--- config.mk ---
export PLATFORM = sky130hd
export DESIGN_NAME = fom_regbank
export DESIGN_NICKNAME = d
export VERILOG_FILES = /design/src/fom_pkg.sv /design/src/fom_drive_decode.sv /design/src/fom_regbank.sv
export VERILOG_INCLUDE_DIRS = /design/src
export SDC_FILE = /design/constraint.sdc
export NUM_CORES = 1
export LEC_CHECK = 0
export BUFFER_PORTS_ARGS = -buffer_cell sky130_fd_sc_hd__buf_2
export CORE_MARGIN = 2
export CORE_UTILIZATION = 55
export CTS_CLUSTER_SIZE = 20
export DETAILED_ROUTE_END_ITERATION = 6
export PLACE_DENSITY = 0.84
export SETUP_SLACK_MARGIN = 0.2
export SYNTH_ARGS = -nofsm -noshare
export SYNTH_HDL_FRONTEND = slang
export SYNTH_SLANG_ARGS = --single-unit
--- constraint.sdc ---
create_clock -name aclk -period 3.17 [get_ports aclk]
set_input_delay 0.317 -clock aclk [delete_from_list [all_inputs] [get_ports aclk]]
set_output_delay 0.317 -clock aclk [all_outputs]
set_load 0.02 [all_outputs]
--- src/fom_defs.svh ---
// register indices, field positions and reset values of the
// fractional modulator and output register bank
// assumes byte address = 4 * index on a 32-bit register bus
`ifndef FOM_DEFS_SVH
`define FOM_DEFS_SVH

`define FOM_IDX_W 6
`define FOM_IDX_DIVIDER_ROUTE 6'h24
`define FOM_IDX_DEN_HIGH 6'h28
`define FOM_IDX_DEN_LOW 6'h29
`define FOM_IDX_SEED_HIGH 6'h2A
`define FOM_IDX_SEED_LOW 6'h2B
`define FOM_IDX_NUM_HIGH 6'h2C
`define FOM_IDX_NUM_LOW 6'h2D
`define FOM_IDX_CONTROL 6'h2E
`define FOM_IDX_SOURCE_LEVEL 6'h2F
`define FOM_IDX_STATUS 6'h30

`define FOM_NUM_SLOTS 9
`define FOM_SLOT_DIVIDER_ROUTE 4'h8
`define FOM_SLOT_DEN_HIGH 4'h0
`define FOM_SLOT_DEN_LOW 4'h1
`define FOM_SLOT_SEED_HIGH 4'h2
`define FOM_SLOT_SEED_LOW 4'h3
`define FOM_SLOT_NUM_HIGH 4'h4
`define FOM_SLOT_NUM_LOW 4'h5
`define FOM_SLOT_CONTROL 4'h6
`define FOM_SLOT_SOURCE_LEVEL 4'h7

`define FOM_DIV_A_EN_BIT 10
`define FOM_OUT_A_DRIVE_LEVEL_HI 13
`define FOM_OUT_A_DRIVE_LEVEL_LO 8
`define FOM_OUT_B_POWERDOWN_BIT 7
`define FOM_OUT_A_POWERDOWN_BIT 6
`define FOM_MOD_EN_BIT 5
`define FOM_ORDER_HI 2
`define FOM_ORDER_LO 0
`define FOM_OUTA_SRC_HI 12
`define FOM_OUTA_SRC_LO 11
`define FOM_OUT_B_DRIVE_LEVEL_HI 5
`define FOM_OUT_B_DRIVE_LEVEL_LO 0

`define FOM_RST_DIVIDER_ROUTE 16'h0400
`define FOM_RST_DEN_HALF 16'h03E8
`define FOM_RST_SEED_HALF 16'h0000
`define FOM_RST_NUM_HALF 16'h0000
`define FOM_RST_CONTROL 16'h0FA3
`define FOM_RST_SOURCE_LEVEL 16'h0000

`define FOM_LEVEL_NORMAL_MAX 6'h1F
`define FOM_LEVEL_BOOST_MIN 6'h30
`define FOM_ORDER_MAX 3'h4

`define FOM_ST_BOOST_A 0
`define FOM_ST_BOOST_B 1
`define FOM_ST_GAP_A 2
`define FOM_ST_GAP_B 3
`define FOM_ST_ORDER_BAD 4
`define FOM_ST_SRC_RESERVED 5
`define FOM_ST_NUM_NOT_BELOW 6
`define FOM_ST_OUT_A_ACTIVE 7

`endif

--- src/fom_pkg.sv ---
// types shared by the modulator and output register bank
// assumes fom_defs.svh sits in the include path
package fom_pkg;
`include "fom_defs.svh"

typedef enum logic [1:0] {
    FOM_RESP_OKAY = 2'h0,
    FOM_RESP_SLVERR = 2'h2
} fom_resp_e;

typedef enum logic [2:0] {
    FOM_ORDER_INTEGER = 3'h0,
    FOM_ORDER_FIRST = 3'h1,
    FOM_ORDER_SECOND = 3'h2,
    FOM_ORDER_THIRD = 3'h3,
    FOM_ORDER_FOURTH = 3'h4
} fom_order_e;

typedef enum logic [1:0] {
    FOM_SRC_DIVIDER = 2'h0,
    FOM_SRC_OSCILLATOR = 2'h1
} fom_src_e;

typedef logic [`FOM_NUM_SLOTS-1:0][15:0] fom_regs_t;

typedef struct packed {
    fom_regs_t regs;
    logic awready;
    logic wready;
    logic aw_have;
    logic w_have;
    logic [`FOM_IDX_W-1:0] aw_idx;
    logic [15:0] wdata;
    logic [1:0] wstrb;
    logic bvalid;
    fom_resp_e bresp;
    logic arready;
    logic rvalid;
    logic [15:0] rdata;
    fom_resp_e rresp;
    logic [7:0] status;
    logic out_a_from_divider;
    logic out_a_from_oscillator;
    logic out_a_boost;
    logic out_b_boost;
    logic integer_mode;
} fom_state_s;

endpackage

--- src/fom_drive_decode.sv ---
// classifies one output buffer drive-level code
// assumes a plain code input from logic on the same clock
`timescale 1ns/1ns
module fom_drive_decode #(
    parameter int W = 6
) (
    input wire logic [W-1:0] code,
    input wire logic [W-1:0] normal_max,
    input wire logic [W-1:0] boost_min,
    output logic normal,
    output logic boost,
    output logic gap
);
    always_comb begin
        normal = (code <= normal_max);
        boost = (code >= boost_min);
        gap = !normal && !boost;
    end
endmodule

--- src/fom_regbank.sv ---
// modulator seed, fractional numerator/denominator and output buffer
// control registers behind an AXI4-Lite slave
// assumes a single master, one write and one read in flight at most
// a write answers the cycle after its address and data are both held;
// a read answers the cycle after its address is taken
//
// Summary of operation
// 32-bit modulator seed in two halves, upper first, both reset zero.
// numerator upper sixteen bits held in own register, reset zero.
// numerator lower sixteen bits held in following register, reset zero.
// modulator enable bit 5 resets 1; order bits 2:0 reset 3.
// drive levels: A bits 13:8 reset 15, B bits 5:0 reset 0.
// drive codes 48 to 63 flag the extra boost range.
// buffer A powers down when bit 6 set; resets powered up.
// buffer B powers down when bit 7 set; resets powered down.
// buffer A source bits 12:11: 0 divider, 1 oscillator, others reserved.
// host writes unnamed bits with their default values.
// 32-bit denominator in two halves, upper first, each reset 1000.
// divider-to-A buffer enable resets 1, gates divider path to A.
// host keeps numerator below denominator in fractional orders.
//
// The AXI4-Lite interface to the registers was decided locally.
`timescale 1ns/1ns
`include "fom_defs.svh"
module fom_regbank
    import fom_pkg::*;
#(
    parameter int ADDR_W = 8
) (
    input wire logic aclk,
    input wire logic aresetn,
    input wire logic [ADDR_W-1:0] s_axi_awaddr,
    input wire logic [2:0] s_axi_awprot,
    input wire logic s_axi_awvalid,
    output logic s_axi_awready,
    input wire logic [31:0] s_axi_wdata,
    input wire logic [3:0] s_axi_wstrb,
    input wire logic s_axi_wvalid,
    output logic s_axi_wready,
    output logic [1:0] s_axi_bresp,
    output logic s_axi_bvalid,
    input wire logic s_axi_bready,
    input wire logic [ADDR_W-1:0] s_axi_araddr,
    input wire logic [2:0] s_axi_arprot,
    input wire logic s_axi_arvalid,
    output logic s_axi_arready,
    output logic [31:0] s_axi_rdata,
    output logic [1:0] s_axi_rresp,
    output logic s_axi_rvalid,
    input wire logic s_axi_rready,
    output logic [31:0] modulator_seed,
    output logic [31:0] fraction_numerator,
    output logic [31:0] fraction_denominator,
    output logic modulator_enable,
    output logic [2:0] modulator_order,
    output logic modulator_integer_mode,
    output logic [5:0] out_a_drive_level,
    output logic [5:0] out_b_drive_level,
    output logic out_a_boost,
    output logic out_b_boost,
    output logic out_a_powerdown,
    output logic out_b_powerdown,
    output logic [1:0] out_a_source_select,
    output logic divider_to_out_a_enable,
    output logic out_a_from_divider,
    output logic out_a_from_oscillator
);

    fom_state_s q;
    fom_state_s d;

    logic a_normal;
    logic a_boost;
    logic a_gap;
    logic b_normal;
    logic b_boost;
    logic b_gap;
    logic [31:0] num_full;
    logic [31:0] den_full;
    logic [15:0] ctrl;
    logic [15:0] srcl;
    logic [2:0] order_f;
    logic [1:0] src_a_f;
    logic mod_en_f;
    logic div_a_en_f;

    // word index of a byte address; bits 1:0 are ignored
    function automatic logic [`FOM_IDX_W-1:0] idx_of(
        input logic [ADDR_W-1:0] addr
    );
        idx_of = addr[`FOM_IDX_W+1:2];
    endfunction

    function automatic logic is_reg(input logic [`FOM_IDX_W-1:0] idx);
        is_reg = (idx == `FOM_IDX_DIVIDER_ROUTE) ||
                 ((idx >= `FOM_IDX_DEN_HIGH) &&
                  (idx <= `FOM_IDX_SOURCE_LEVEL));
    endfunction

    function automatic logic [3:0] slot_of(
        input logic [`FOM_IDX_W-1:0] idx
    );
        logic [`FOM_IDX_W-1:0] off;
        off = idx - `FOM_IDX_DEN_HIGH;
        if (idx == `FOM_IDX_DIVIDER_ROUTE) begin
            slot_of = `FOM_SLOT_DIVIDER_ROUTE;
        end else begin
            slot_of = {1'b0, off[2:0]};
        end
    endfunction

    function automatic fom_regs_t regs_reset();
        fom_regs_t r;
        r = '0;
        r[`FOM_SLOT_DEN_HIGH] = `FOM_RST_DEN_HALF;
        r[`FOM_SLOT_DEN_LOW] = `FOM_RST_DEN_HALF;
        r[`FOM_SLOT_SEED_HIGH] = `FOM_RST_SEED_HALF;
        r[`FOM_SLOT_SEED_LOW] = `FOM_RST_SEED_HALF;
        r[`FOM_SLOT_NUM_HIGH] = `FOM_RST_NUM_HALF;
        r[`FOM_SLOT_NUM_LOW] = `FOM_RST_NUM_HALF;
        r[`FOM_SLOT_CONTROL] = `FOM_RST_CONTROL;
        r[`FOM_SLOT_SOURCE_LEVEL] = `FOM_RST_SOURCE_LEVEL;
        r[`FOM_SLOT_DIVIDER_ROUTE] = `FOM_RST_DIVIDER_ROUTE;
        regs_reset = r;
    endfunction

    assign ctrl = q.regs[`FOM_SLOT_CONTROL];
    assign srcl = q.regs[`FOM_SLOT_SOURCE_LEVEL];
    assign num_full = {q.regs[`FOM_SLOT_NUM_HIGH],
                       q.regs[`FOM_SLOT_NUM_LOW]};
    assign den_full = {q.regs[`FOM_SLOT_DEN_HIGH],
                       q.regs[`FOM_SLOT_DEN_LOW]};

    // fields that the derived flags decode
    assign order_f = ctrl[`FOM_ORDER_HI:`FOM_ORDER_LO];
    assign src_a_f = srcl[`FOM_OUTA_SRC_HI:`FOM_OUTA_SRC_LO];
    assign mod_en_f = ctrl[`FOM_MOD_EN_BIT];
    assign div_a_en_f = q.regs[`FOM_SLOT_DIVIDER_ROUTE][`FOM_DIV_A_EN_BIT];

    fom_drive_decode #(
        .W(6)
    ) u_drive_a (
        .code(ctrl[`FOM_OUT_A_DRIVE_LEVEL_HI:`FOM_OUT_A_DRIVE_LEVEL_LO]),
        .normal_max(`FOM_LEVEL_NORMAL_MAX),
        .boost_min(`FOM_LEVEL_BOOST_MIN),
        .normal(a_normal),
        .boost(a_boost),
        .gap(a_gap)
    );

    fom_drive_decode #(
        .W(6)
    ) u_drive_b (
        .code(srcl[`FOM_OUT_B_DRIVE_LEVEL_HI:`FOM_OUT_B_DRIVE_LEVEL_LO]),
        .normal_max(`FOM_LEVEL_NORMAL_MAX),
        .boost_min(`FOM_LEVEL_BOOST_MIN),
        .normal(b_normal),
        .boost(b_boost),
        .gap(b_gap)
    );

    always_comb begin
        logic [3:0] ws;
        logic [3:0] rs;
        logic [`FOM_IDX_W-1:0] ridx;
        logic [15:0] cur;
        logic fractional;
        ws = slot_of(q.aw_idx);
        ridx = idx_of(s_axi_araddr);
        rs = slot_of(ridx);
        cur = q.regs[ws];
        fractional = 1'b0;
        d = q;

        // write address and data are taken independently
        if (s_axi_awvalid && q.awready) begin
            d.aw_have = 1'b1;
            d.aw_idx = idx_of(s_axi_awaddr);
        end
        if (s_axi_wvalid && q.wready) begin
            d.w_have = 1'b1;
            d.wdata = s_axi_wdata[15:0];
            d.wstrb = s_axi_wstrb[1:0];
        end
        if (q.bvalid && s_axi_bready) begin
            d.bvalid = 1'b0;
        end
        // commit once both halves are held; upper data lanes are dropped
        if (q.aw_have && q.w_have && !q.bvalid) begin
            if (is_reg(q.aw_idx)) begin
                if (q.wstrb[0]) begin
                    cur[7:0] = q.wdata[7:0];
                end
                if (q.wstrb[1]) begin
                    cur[15:8] = q.wdata[15:8];
                end
                d.regs[ws] = cur;
                d.bresp = FOM_RESP_OKAY;
            end else begin
                d.bresp = FOM_RESP_SLVERR;
            end
            d.aw_have = 1'b0;
            d.w_have = 1'b0;
            d.bvalid = 1'b1;
        end
        d.awready = !d.aw_have && !d.bvalid;
        d.wready = !d.w_have && !d.bvalid;

        // read answers one cycle after the address is taken
        if (q.rvalid && s_axi_rready) begin
            d.rvalid = 1'b0;
        end
        if (s_axi_arvalid && q.arready) begin
            d.rvalid = 1'b1;
            if (is_reg(ridx)) begin
                d.rdata = q.regs[rs];
                d.rresp = FOM_RESP_OKAY;
            end else if (ridx == `FOM_IDX_STATUS) begin
                d.rdata = {8'h00, q.status};
                d.rresp = FOM_RESP_OKAY;
            end else begin
                d.rdata = 16'h0000;
                d.rresp = FOM_RESP_SLVERR;
            end
        end
        d.arready = !d.rvalid;

        // derived controls, one cycle behind the register contents
        d.out_a_boost = a_boost;
        d.out_b_boost = b_boost;
        d.integer_mode = (order_f == FOM_ORDER_INTEGER) ||
                         !mod_en_f;
        fractional = !d.integer_mode;
        // divider path also needs its distribution buffer
        d.out_a_from_divider =
            (src_a_f == FOM_SRC_DIVIDER) &&
            div_a_en_f;
        d.out_a_from_oscillator =
            (src_a_f == FOM_SRC_OSCILLATOR);
        // status, read-only and one cycle behind the registers:
        // 0/1 buffer A/B code in the boost range, 2/3 in the unused gap,
        // 4 order code above fourth, 5 reserved buffer A source,
        // 6 numerator not below denominator in a fractional order,
        // 7 buffer A powered and fed from a valid path
        d.status = 8'h00;
        d.status[`FOM_ST_BOOST_A] = a_boost;
        d.status[`FOM_ST_BOOST_B] = b_boost;
        d.status[`FOM_ST_GAP_A] = a_gap && !a_normal;
        d.status[`FOM_ST_GAP_B] = b_gap && !b_normal;
        d.status[`FOM_ST_ORDER_BAD] =
            (ctrl[`FOM_ORDER_HI:`FOM_ORDER_LO] > `FOM_ORDER_MAX);
        d.status[`FOM_ST_SRC_RESERVED] =
            srcl[`FOM_OUTA_SRC_HI];
        d.status[`FOM_ST_NUM_NOT_BELOW] =
            fractional && (num_full >= den_full);
        d.status[`FOM_ST_OUT_A_ACTIVE] =
            !ctrl[`FOM_OUT_A_POWERDOWN_BIT] &&
            (d.out_a_from_divider || d.out_a_from_oscillator);

        // derived flags except status bit 7 reset to what the reset register values imply
        if (!aresetn) begin
            d = '0;
            d.regs = regs_reset();
            d.bresp = FOM_RESP_OKAY;
            d.rresp = FOM_RESP_OKAY;
            d.out_a_from_divider = 1'b1;
            d.integer_mode = 1'b0;
        end
    end

    always_ff @(posedge aclk) begin
        q <= d;
    end

    assign s_axi_awready = q.awready;
    assign s_axi_wready = q.wready;
    assign s_axi_bresp = q.bresp;
    assign s_axi_bvalid = q.bvalid;
    assign s_axi_arready = q.arready;
    assign s_axi_rdata = {16'h0000, q.rdata};
    assign s_axi_rresp = q.rresp;
    assign s_axi_rvalid = q.rvalid;

    assign modulator_seed = {q.regs[`FOM_SLOT_SEED_HIGH],
                             q.regs[`FOM_SLOT_SEED_LOW]};
    assign fraction_numerator = num_full;
    assign fraction_denominator = den_full;
    assign modulator_enable = ctrl[`FOM_MOD_EN_BIT];
    assign modulator_order = ctrl[`FOM_ORDER_HI:`FOM_ORDER_LO];
    assign modulator_integer_mode = q.integer_mode;
    assign out_a_drive_level =
        ctrl[`FOM_OUT_A_DRIVE_LEVEL_HI:`FOM_OUT_A_DRIVE_LEVEL_LO];
    assign out_b_drive_level =
        srcl[`FOM_OUT_B_DRIVE_LEVEL_HI:`FOM_OUT_B_DRIVE_LEVEL_LO];
    assign out_a_boost = q.out_a_boost;
    assign out_b_boost = q.out_b_boost;
    assign out_a_powerdown = ctrl[`FOM_OUT_A_POWERDOWN_BIT];
    assign out_b_powerdown = ctrl[`FOM_OUT_B_POWERDOWN_BIT];
    assign out_a_source_select =
        srcl[`FOM_OUTA_SRC_HI:`FOM_OUTA_SRC_LO];
    assign divider_to_out_a_enable =
        q.regs[`FOM_SLOT_DIVIDER_ROUTE][`FOM_DIV_A_EN_BIT];
    assign out_a_from_divider = q.out_a_from_divider;
    assign out_a_from_oscillator = q.out_a_from_oscillator;

endmodule

# Word level (Yosys, flattened, before mapping)
# Index checks and enable logic that the tools add are counted.
# word_totals
register_bits	208
# classes
addsub	2
order_cmp	13
n_eq_ne	4
mux	25
n_reduce_logical	38
# op_table
op	n
$bwmux W144	1
$bmux W16 S4	2
$demux W16 S4	1
$mux W16	3
$mux W8	6
$ge A32 B32 Y1	1
$ge A6 B6 Y1 const B	4
$logic_and A1 B1 Y1	19
$mux W19	1
$eq A6 B6 Y1 const B	3
$mux W18	1
$le A6 B5 Y1 const B	2
$le A6 B6 Y1 const B	2
$logic_not A1 Y1	12
$lt A4 B5 Y1 const B	2
$mux W10	1
$mux W4	2
$sub A3 B1 Y3 const B	2
$ge A4 B1 Y1 const B	1
$logic_or A1 B1 Y1	4
$mux W1	4
$mux W2	2
$gt A3 B3 Y1 const B	1
$logic_not A3 Y1	1
4 further kinds	4

# Longest topological paths before layout
# logic_depth
word_depth	8
ltp_mapped	9
mapped_depth_nobuf	7

# Cells and area by module
# From an unflattened synthesis, not the netlist that was laid out.
# hier_totals
hier_cells	1272
area_unflattened_um2	11945.2
# by_module_without_submodules
mod	instances	cells_each	area_per_inst_um2
fom_regbank	1	1192	11344.6
fom_drive_decode	2	40	300.3

# Worst setup path after synthesis
# OpenSTA, ideal clock, no wires.
# synth_timing
path_type	reg2reg
startpoint	register q[54] (netlist bit)
endpoint	register q (netlist bit fraction_numerator[21])
t_arrival_ps	2214
slack_ps	827
path_stages_with_launch	8
synth_period_minus_slack_ps	2343
path_cell_list	dfxtp_1 buf_4 buf_2 mux4_2 a32o_1 mux2_2 nor2_1 o21ai_0
# synth_between
elab_chain_cells	8
# synth_lines
element	line	text
start: declaration	fom_regbank.sv:69	fom_state_s q;
start signal: assignment	fom_regbank.sv:272	q <= d;
$sub A3 B1 Y3 (no line) or $eq A6 B6 Y1 (tied branches)	--	
$mux W4	fom_regbank.sv:105	if (idx == `FOM_IDX_DIVIDER_ROUTE) begin
$bmux W16 S4	fom_regbank.sv:171	cur = q.regs[ws];
$mux W16 (not written as such)	fom_regbank.sv:171	
$mux W8	fom_regbank.sv:191	if (q.wstrb[0]) begin
$mux W8	fom_regbank.sv:190	if (is_reg(q.aw_idx)) begin
$mux W8	fom_regbank.sv:189	if (q.aw_have && q.w_have && !q.bvalid) begin
$bwmux W144	fom_regbank.sv:197	d.regs[ws] = cur;
# Several ways; a longest one is shown, not always the timed one. The select of a mux whose other input is x is not followed.
# A chain may end at the register's enable or synchronous reset.

# Worst setup path in the final report
# layout_timing
startpoint	register q[56] (netlist bit)
endpoint	register q (netlist bit fraction_denominator[18])
# Same word-level chain as after synthesis.

==> impl_metrics.env <==
export IMPL_grt_max_degree=43
export IMPL_io_pins=228
export IMPL_gp_congestion=0.9268
export IMPL_start_util_pct=56.22
export IMPL_finalSetupViolCount=0
export IMPL_required_ns=3.52
export IMPL_reg2reg_from="q[56]"
export IMPL_reg2regPathDepth=5
export IMPL_dr_pass1_iters=6
export IMPL_cts_setup_buffers=0
export IMPL_drive_gt1_share_pct=26.29
export IMPL_final_hold_viol_count=0
export IMPL_synth_edf_count=0
export IMPL_h_tree_depth=1
export IMPL_p_comb_share_pct=7.1
export IMPL_hold_depth=3
export IMPL_p_sw_mw=1.379
export IMPL_crit_fanout=26
export IMPL_tightest_slew_ns=1.123
export IMPL_final_setup_tns_ns=0
export IMPL_rsz0062_at_grt="no"
export IMPL_area_growth_syn_to_layout_pct=7.936
export IMPL_num_rows=51
export IMPL_max_freq_mhz=375.5
export IMPL_switching_share_pct=24.19
export IMPL_outcome="complete, no violations"
export IMPL_die_area_um2=21040
export IMPL_drtAntennaViolNets=0
export IMPL_async_flop_share_pct=0
export IMPL_slew_viol_final=0
export IMPL_overflow=0
export IMPL_final_cell_mix="dfxtp_1, buf_2, nand2_1"
export IMPL_grt_pass1_wl_um=50430
export IMPL_startpoint_type="flip-flop"
export IMPL_vias=9424
export IMPL_port_buffers=181
export IMPL_synth_distinct_cells=55
export IMPL_drt_initial_drc_count=1155
export IMPL_die_y_um=145.0
export IMPL_hp_start="s_axi_wdata[8]"
export IMPL_routed_wl_um=33080
export IMPL_hold_buffers=0
export IMPL_globalRouteTotalUtil_pct=30.22
export IMPL_final_common_cell="dfxtp_1"
export IMPL_p_leak_nw=4.896
export IMPL_fillers=1596
export IMPL_hold_class="in2reg"
export IMPL_skew_ns=0.01172
export IMPL_crit_chain="clkinv_1, and4_1, and2_1, o21ai_0, a21oi_1"
export IMPL_dp_hpwl_um=23640
export IMPL_antenna_found_initial=0
export IMPL_yosysSeqAreaShare_pct=37.32
export IMPL_seqPwrFrac_pct=46.0
export IMPL_clkPwrFrac_pct=46.9
export IMPL_cts_root_buf="clkbuf_16"
export IMPL_period_minus_slack_ns=2.663
export IMPL_fin_crit_sh_pct=84.01
export IMPL_synthCells=1197
export IMPL_ctsLongestPathBuffers=3
export IMPL_core_um2=19460
export IMPL_multi_input_area_um2=5351
export IMPL_cts_buffers=22
export IMPL_path_clk_slew_ns=0.06
export IMPL_slowest_delay_ns=0.57
export IMPL_fin_util_pct=60.68
export IMPL_seq_area_um2=4086
export IMPL_cts_resized=0
export IMPL_syn_area_um2=10940
export IMPL_endpoint_kind="flip-flop"
export IMPL_cts_tree="done"
export IMPL_avgViaCountPerCell=6.278
export IMPL_grt_pass1_vias=8789
export IMPL_worst_ir_drop_vdd_mv=0.2971
export IMPL_cp_buffers_inverters=1
export IMPL_cap_violations=0
export IMPL_drc=0
export IMPL_crit_start="q[56]"
export IMPL_clock_sinks=204
export IMPL_ys_ff_latch=204
export IMPL_final_nets=1318
export IMPL_synth_warning_count=0
export IMPL_clock_latency_ns=0.51
export IMPL_die_w_um=145.0
export IMPL_avgSynthCellArea_um2=9.141
export IMPL_power_density_nw_per_um2=482.8
export IMPL_cp_top_family="simple AND/OR/NAND/NOR gates"
export IMPL_critPathKind="reg2reg"
export IMPL_worstPathArrival_ns=3.01
export IMPL_relSlewSlack_pct=25.16
export IMPL_synth_flop_cell="dfxtp_1"
export IMPL_p_int_mw=4.323
export IMPL_diodes=0
export IMPL_cp_slowest_cell="and2_1"
export IMPL_cp_depth=5
export IMPL_wl_per_cell_um=22.04
tightest hold or removal path, cell delays in order:
cell and delay, ns:
buf_2 0.10, nand2_1 0.05, a21oi_1 0.05
through the flow:
step	instances	power (mW)	worst slack, ns	hold WS, ns	area [µm²]
after floorplan	1214	2.959	0.8273	0.4329	11010
after global placement	1462	3.062	0.6891	0.4420	11050
after detailed placement	1462	3.069	0.6816	0.4446	11050
after CTS	1501	5.707	0.6623	0.03801	11810
after global routing	1501	5.832	0.4101	0.05887	11810
final	1501	5.702	0.5068	0.04657	11810
power by group through the flow:
stage	sequential, mW	clock, mW	combinational, mW
finish	2.63	2.67	0.402
floorplan	2.67	0	0.292
global placement	2.68	0	0.384
global route	2.63	2.78	0.425
detailed placement	2.68	0	0.390
CTS	2.62	2.69	0.392
state kept, by name, indices dropped and copies added (netlist names):
signal and cells:
s_axi_bresp 1, divider_to_out_a_enable 1, s_axi_bvalid 1, s_axi_rresp 1
modulator_integer_mode 1, s_axi_wready 1, ctrl 16, fraction_numerator 32
fraction_denominator 32, modulator_seed 32, out_a_from_oscillator 1, srcl 16
s_axi_arready 1, out_a_from_divider 1, s_axi_awready 1, s_axi_rdata 16
q 49, s_axi_rvalid 1
cells in the mapped netlist, types with 9 or more instances:
library cell  instances  share of area, %
and2_1               15              0.86
ha_1                 32               3.7
dfxtp_1             204                37
inv_1                36               1.2
o22ai_1               9              0.51
or3_1                 9              0.51
buf_4               152                10
nand2b_1              9              0.51
a32o_1               14               1.3
clkbuf_1             56               1.9
nand2_1             157               5.4
mux2i_1              17               1.6
a21oi_1              95               4.3
mux4_2               63                13
buf_2                10              0.46
nand3_1              13              0.59
o21ai_0             144               6.6
nor2_1               47               1.6
nor2b_1              15              0.86
routing by layer:
metal  wire length (µm)  vias to the layer above  track usage, %
met5                  0                        -               0
met3               4989                      141           8.648
met4               1297                        0           10.89
met1              12510                     4382           41.22
met2              14280                      762           45.95
li1                   -                     4139               -
cells by family (layout without fill, tap and decap cells):
group	count (synthesis)	in the layout	share of synthesized area, %
AND/OR/NAND/NOR	305	305	12.91
AO/OA/AOI/OAI	304	304	16.10
adder cells (fa/ha/maj)	32	32	3.659
flip-flops	204	204	37.32
other	1	18	0.03427
buffers and inverters	263	285	14.49
multiplexers	88	88	15.48
area by class of cell:
cell class / instances / share of cell area, %
Multi-Input combinational cell: 747 / 45.31
Sequential cell: 204 / 34.60
Timing Repair Buffer: 209 / 9.662
Clock buffer: 28 / 5.371
Tap cell: 265 / 2.807
Inverter: 37 / 1.176
Clock inverter: 11 / 1.070
final timing paths:
check	endpoint	slack [ns]
setup / recovery	fraction_denominator[18]	0.51
hold / removal	q[46]	0.05
setup reg to reg	fraction_denominator[18]	0.51
hold reg to reg	s_axi_rdata[12]	0.45
No activity file was read; power rests on OpenSTA's default activity.
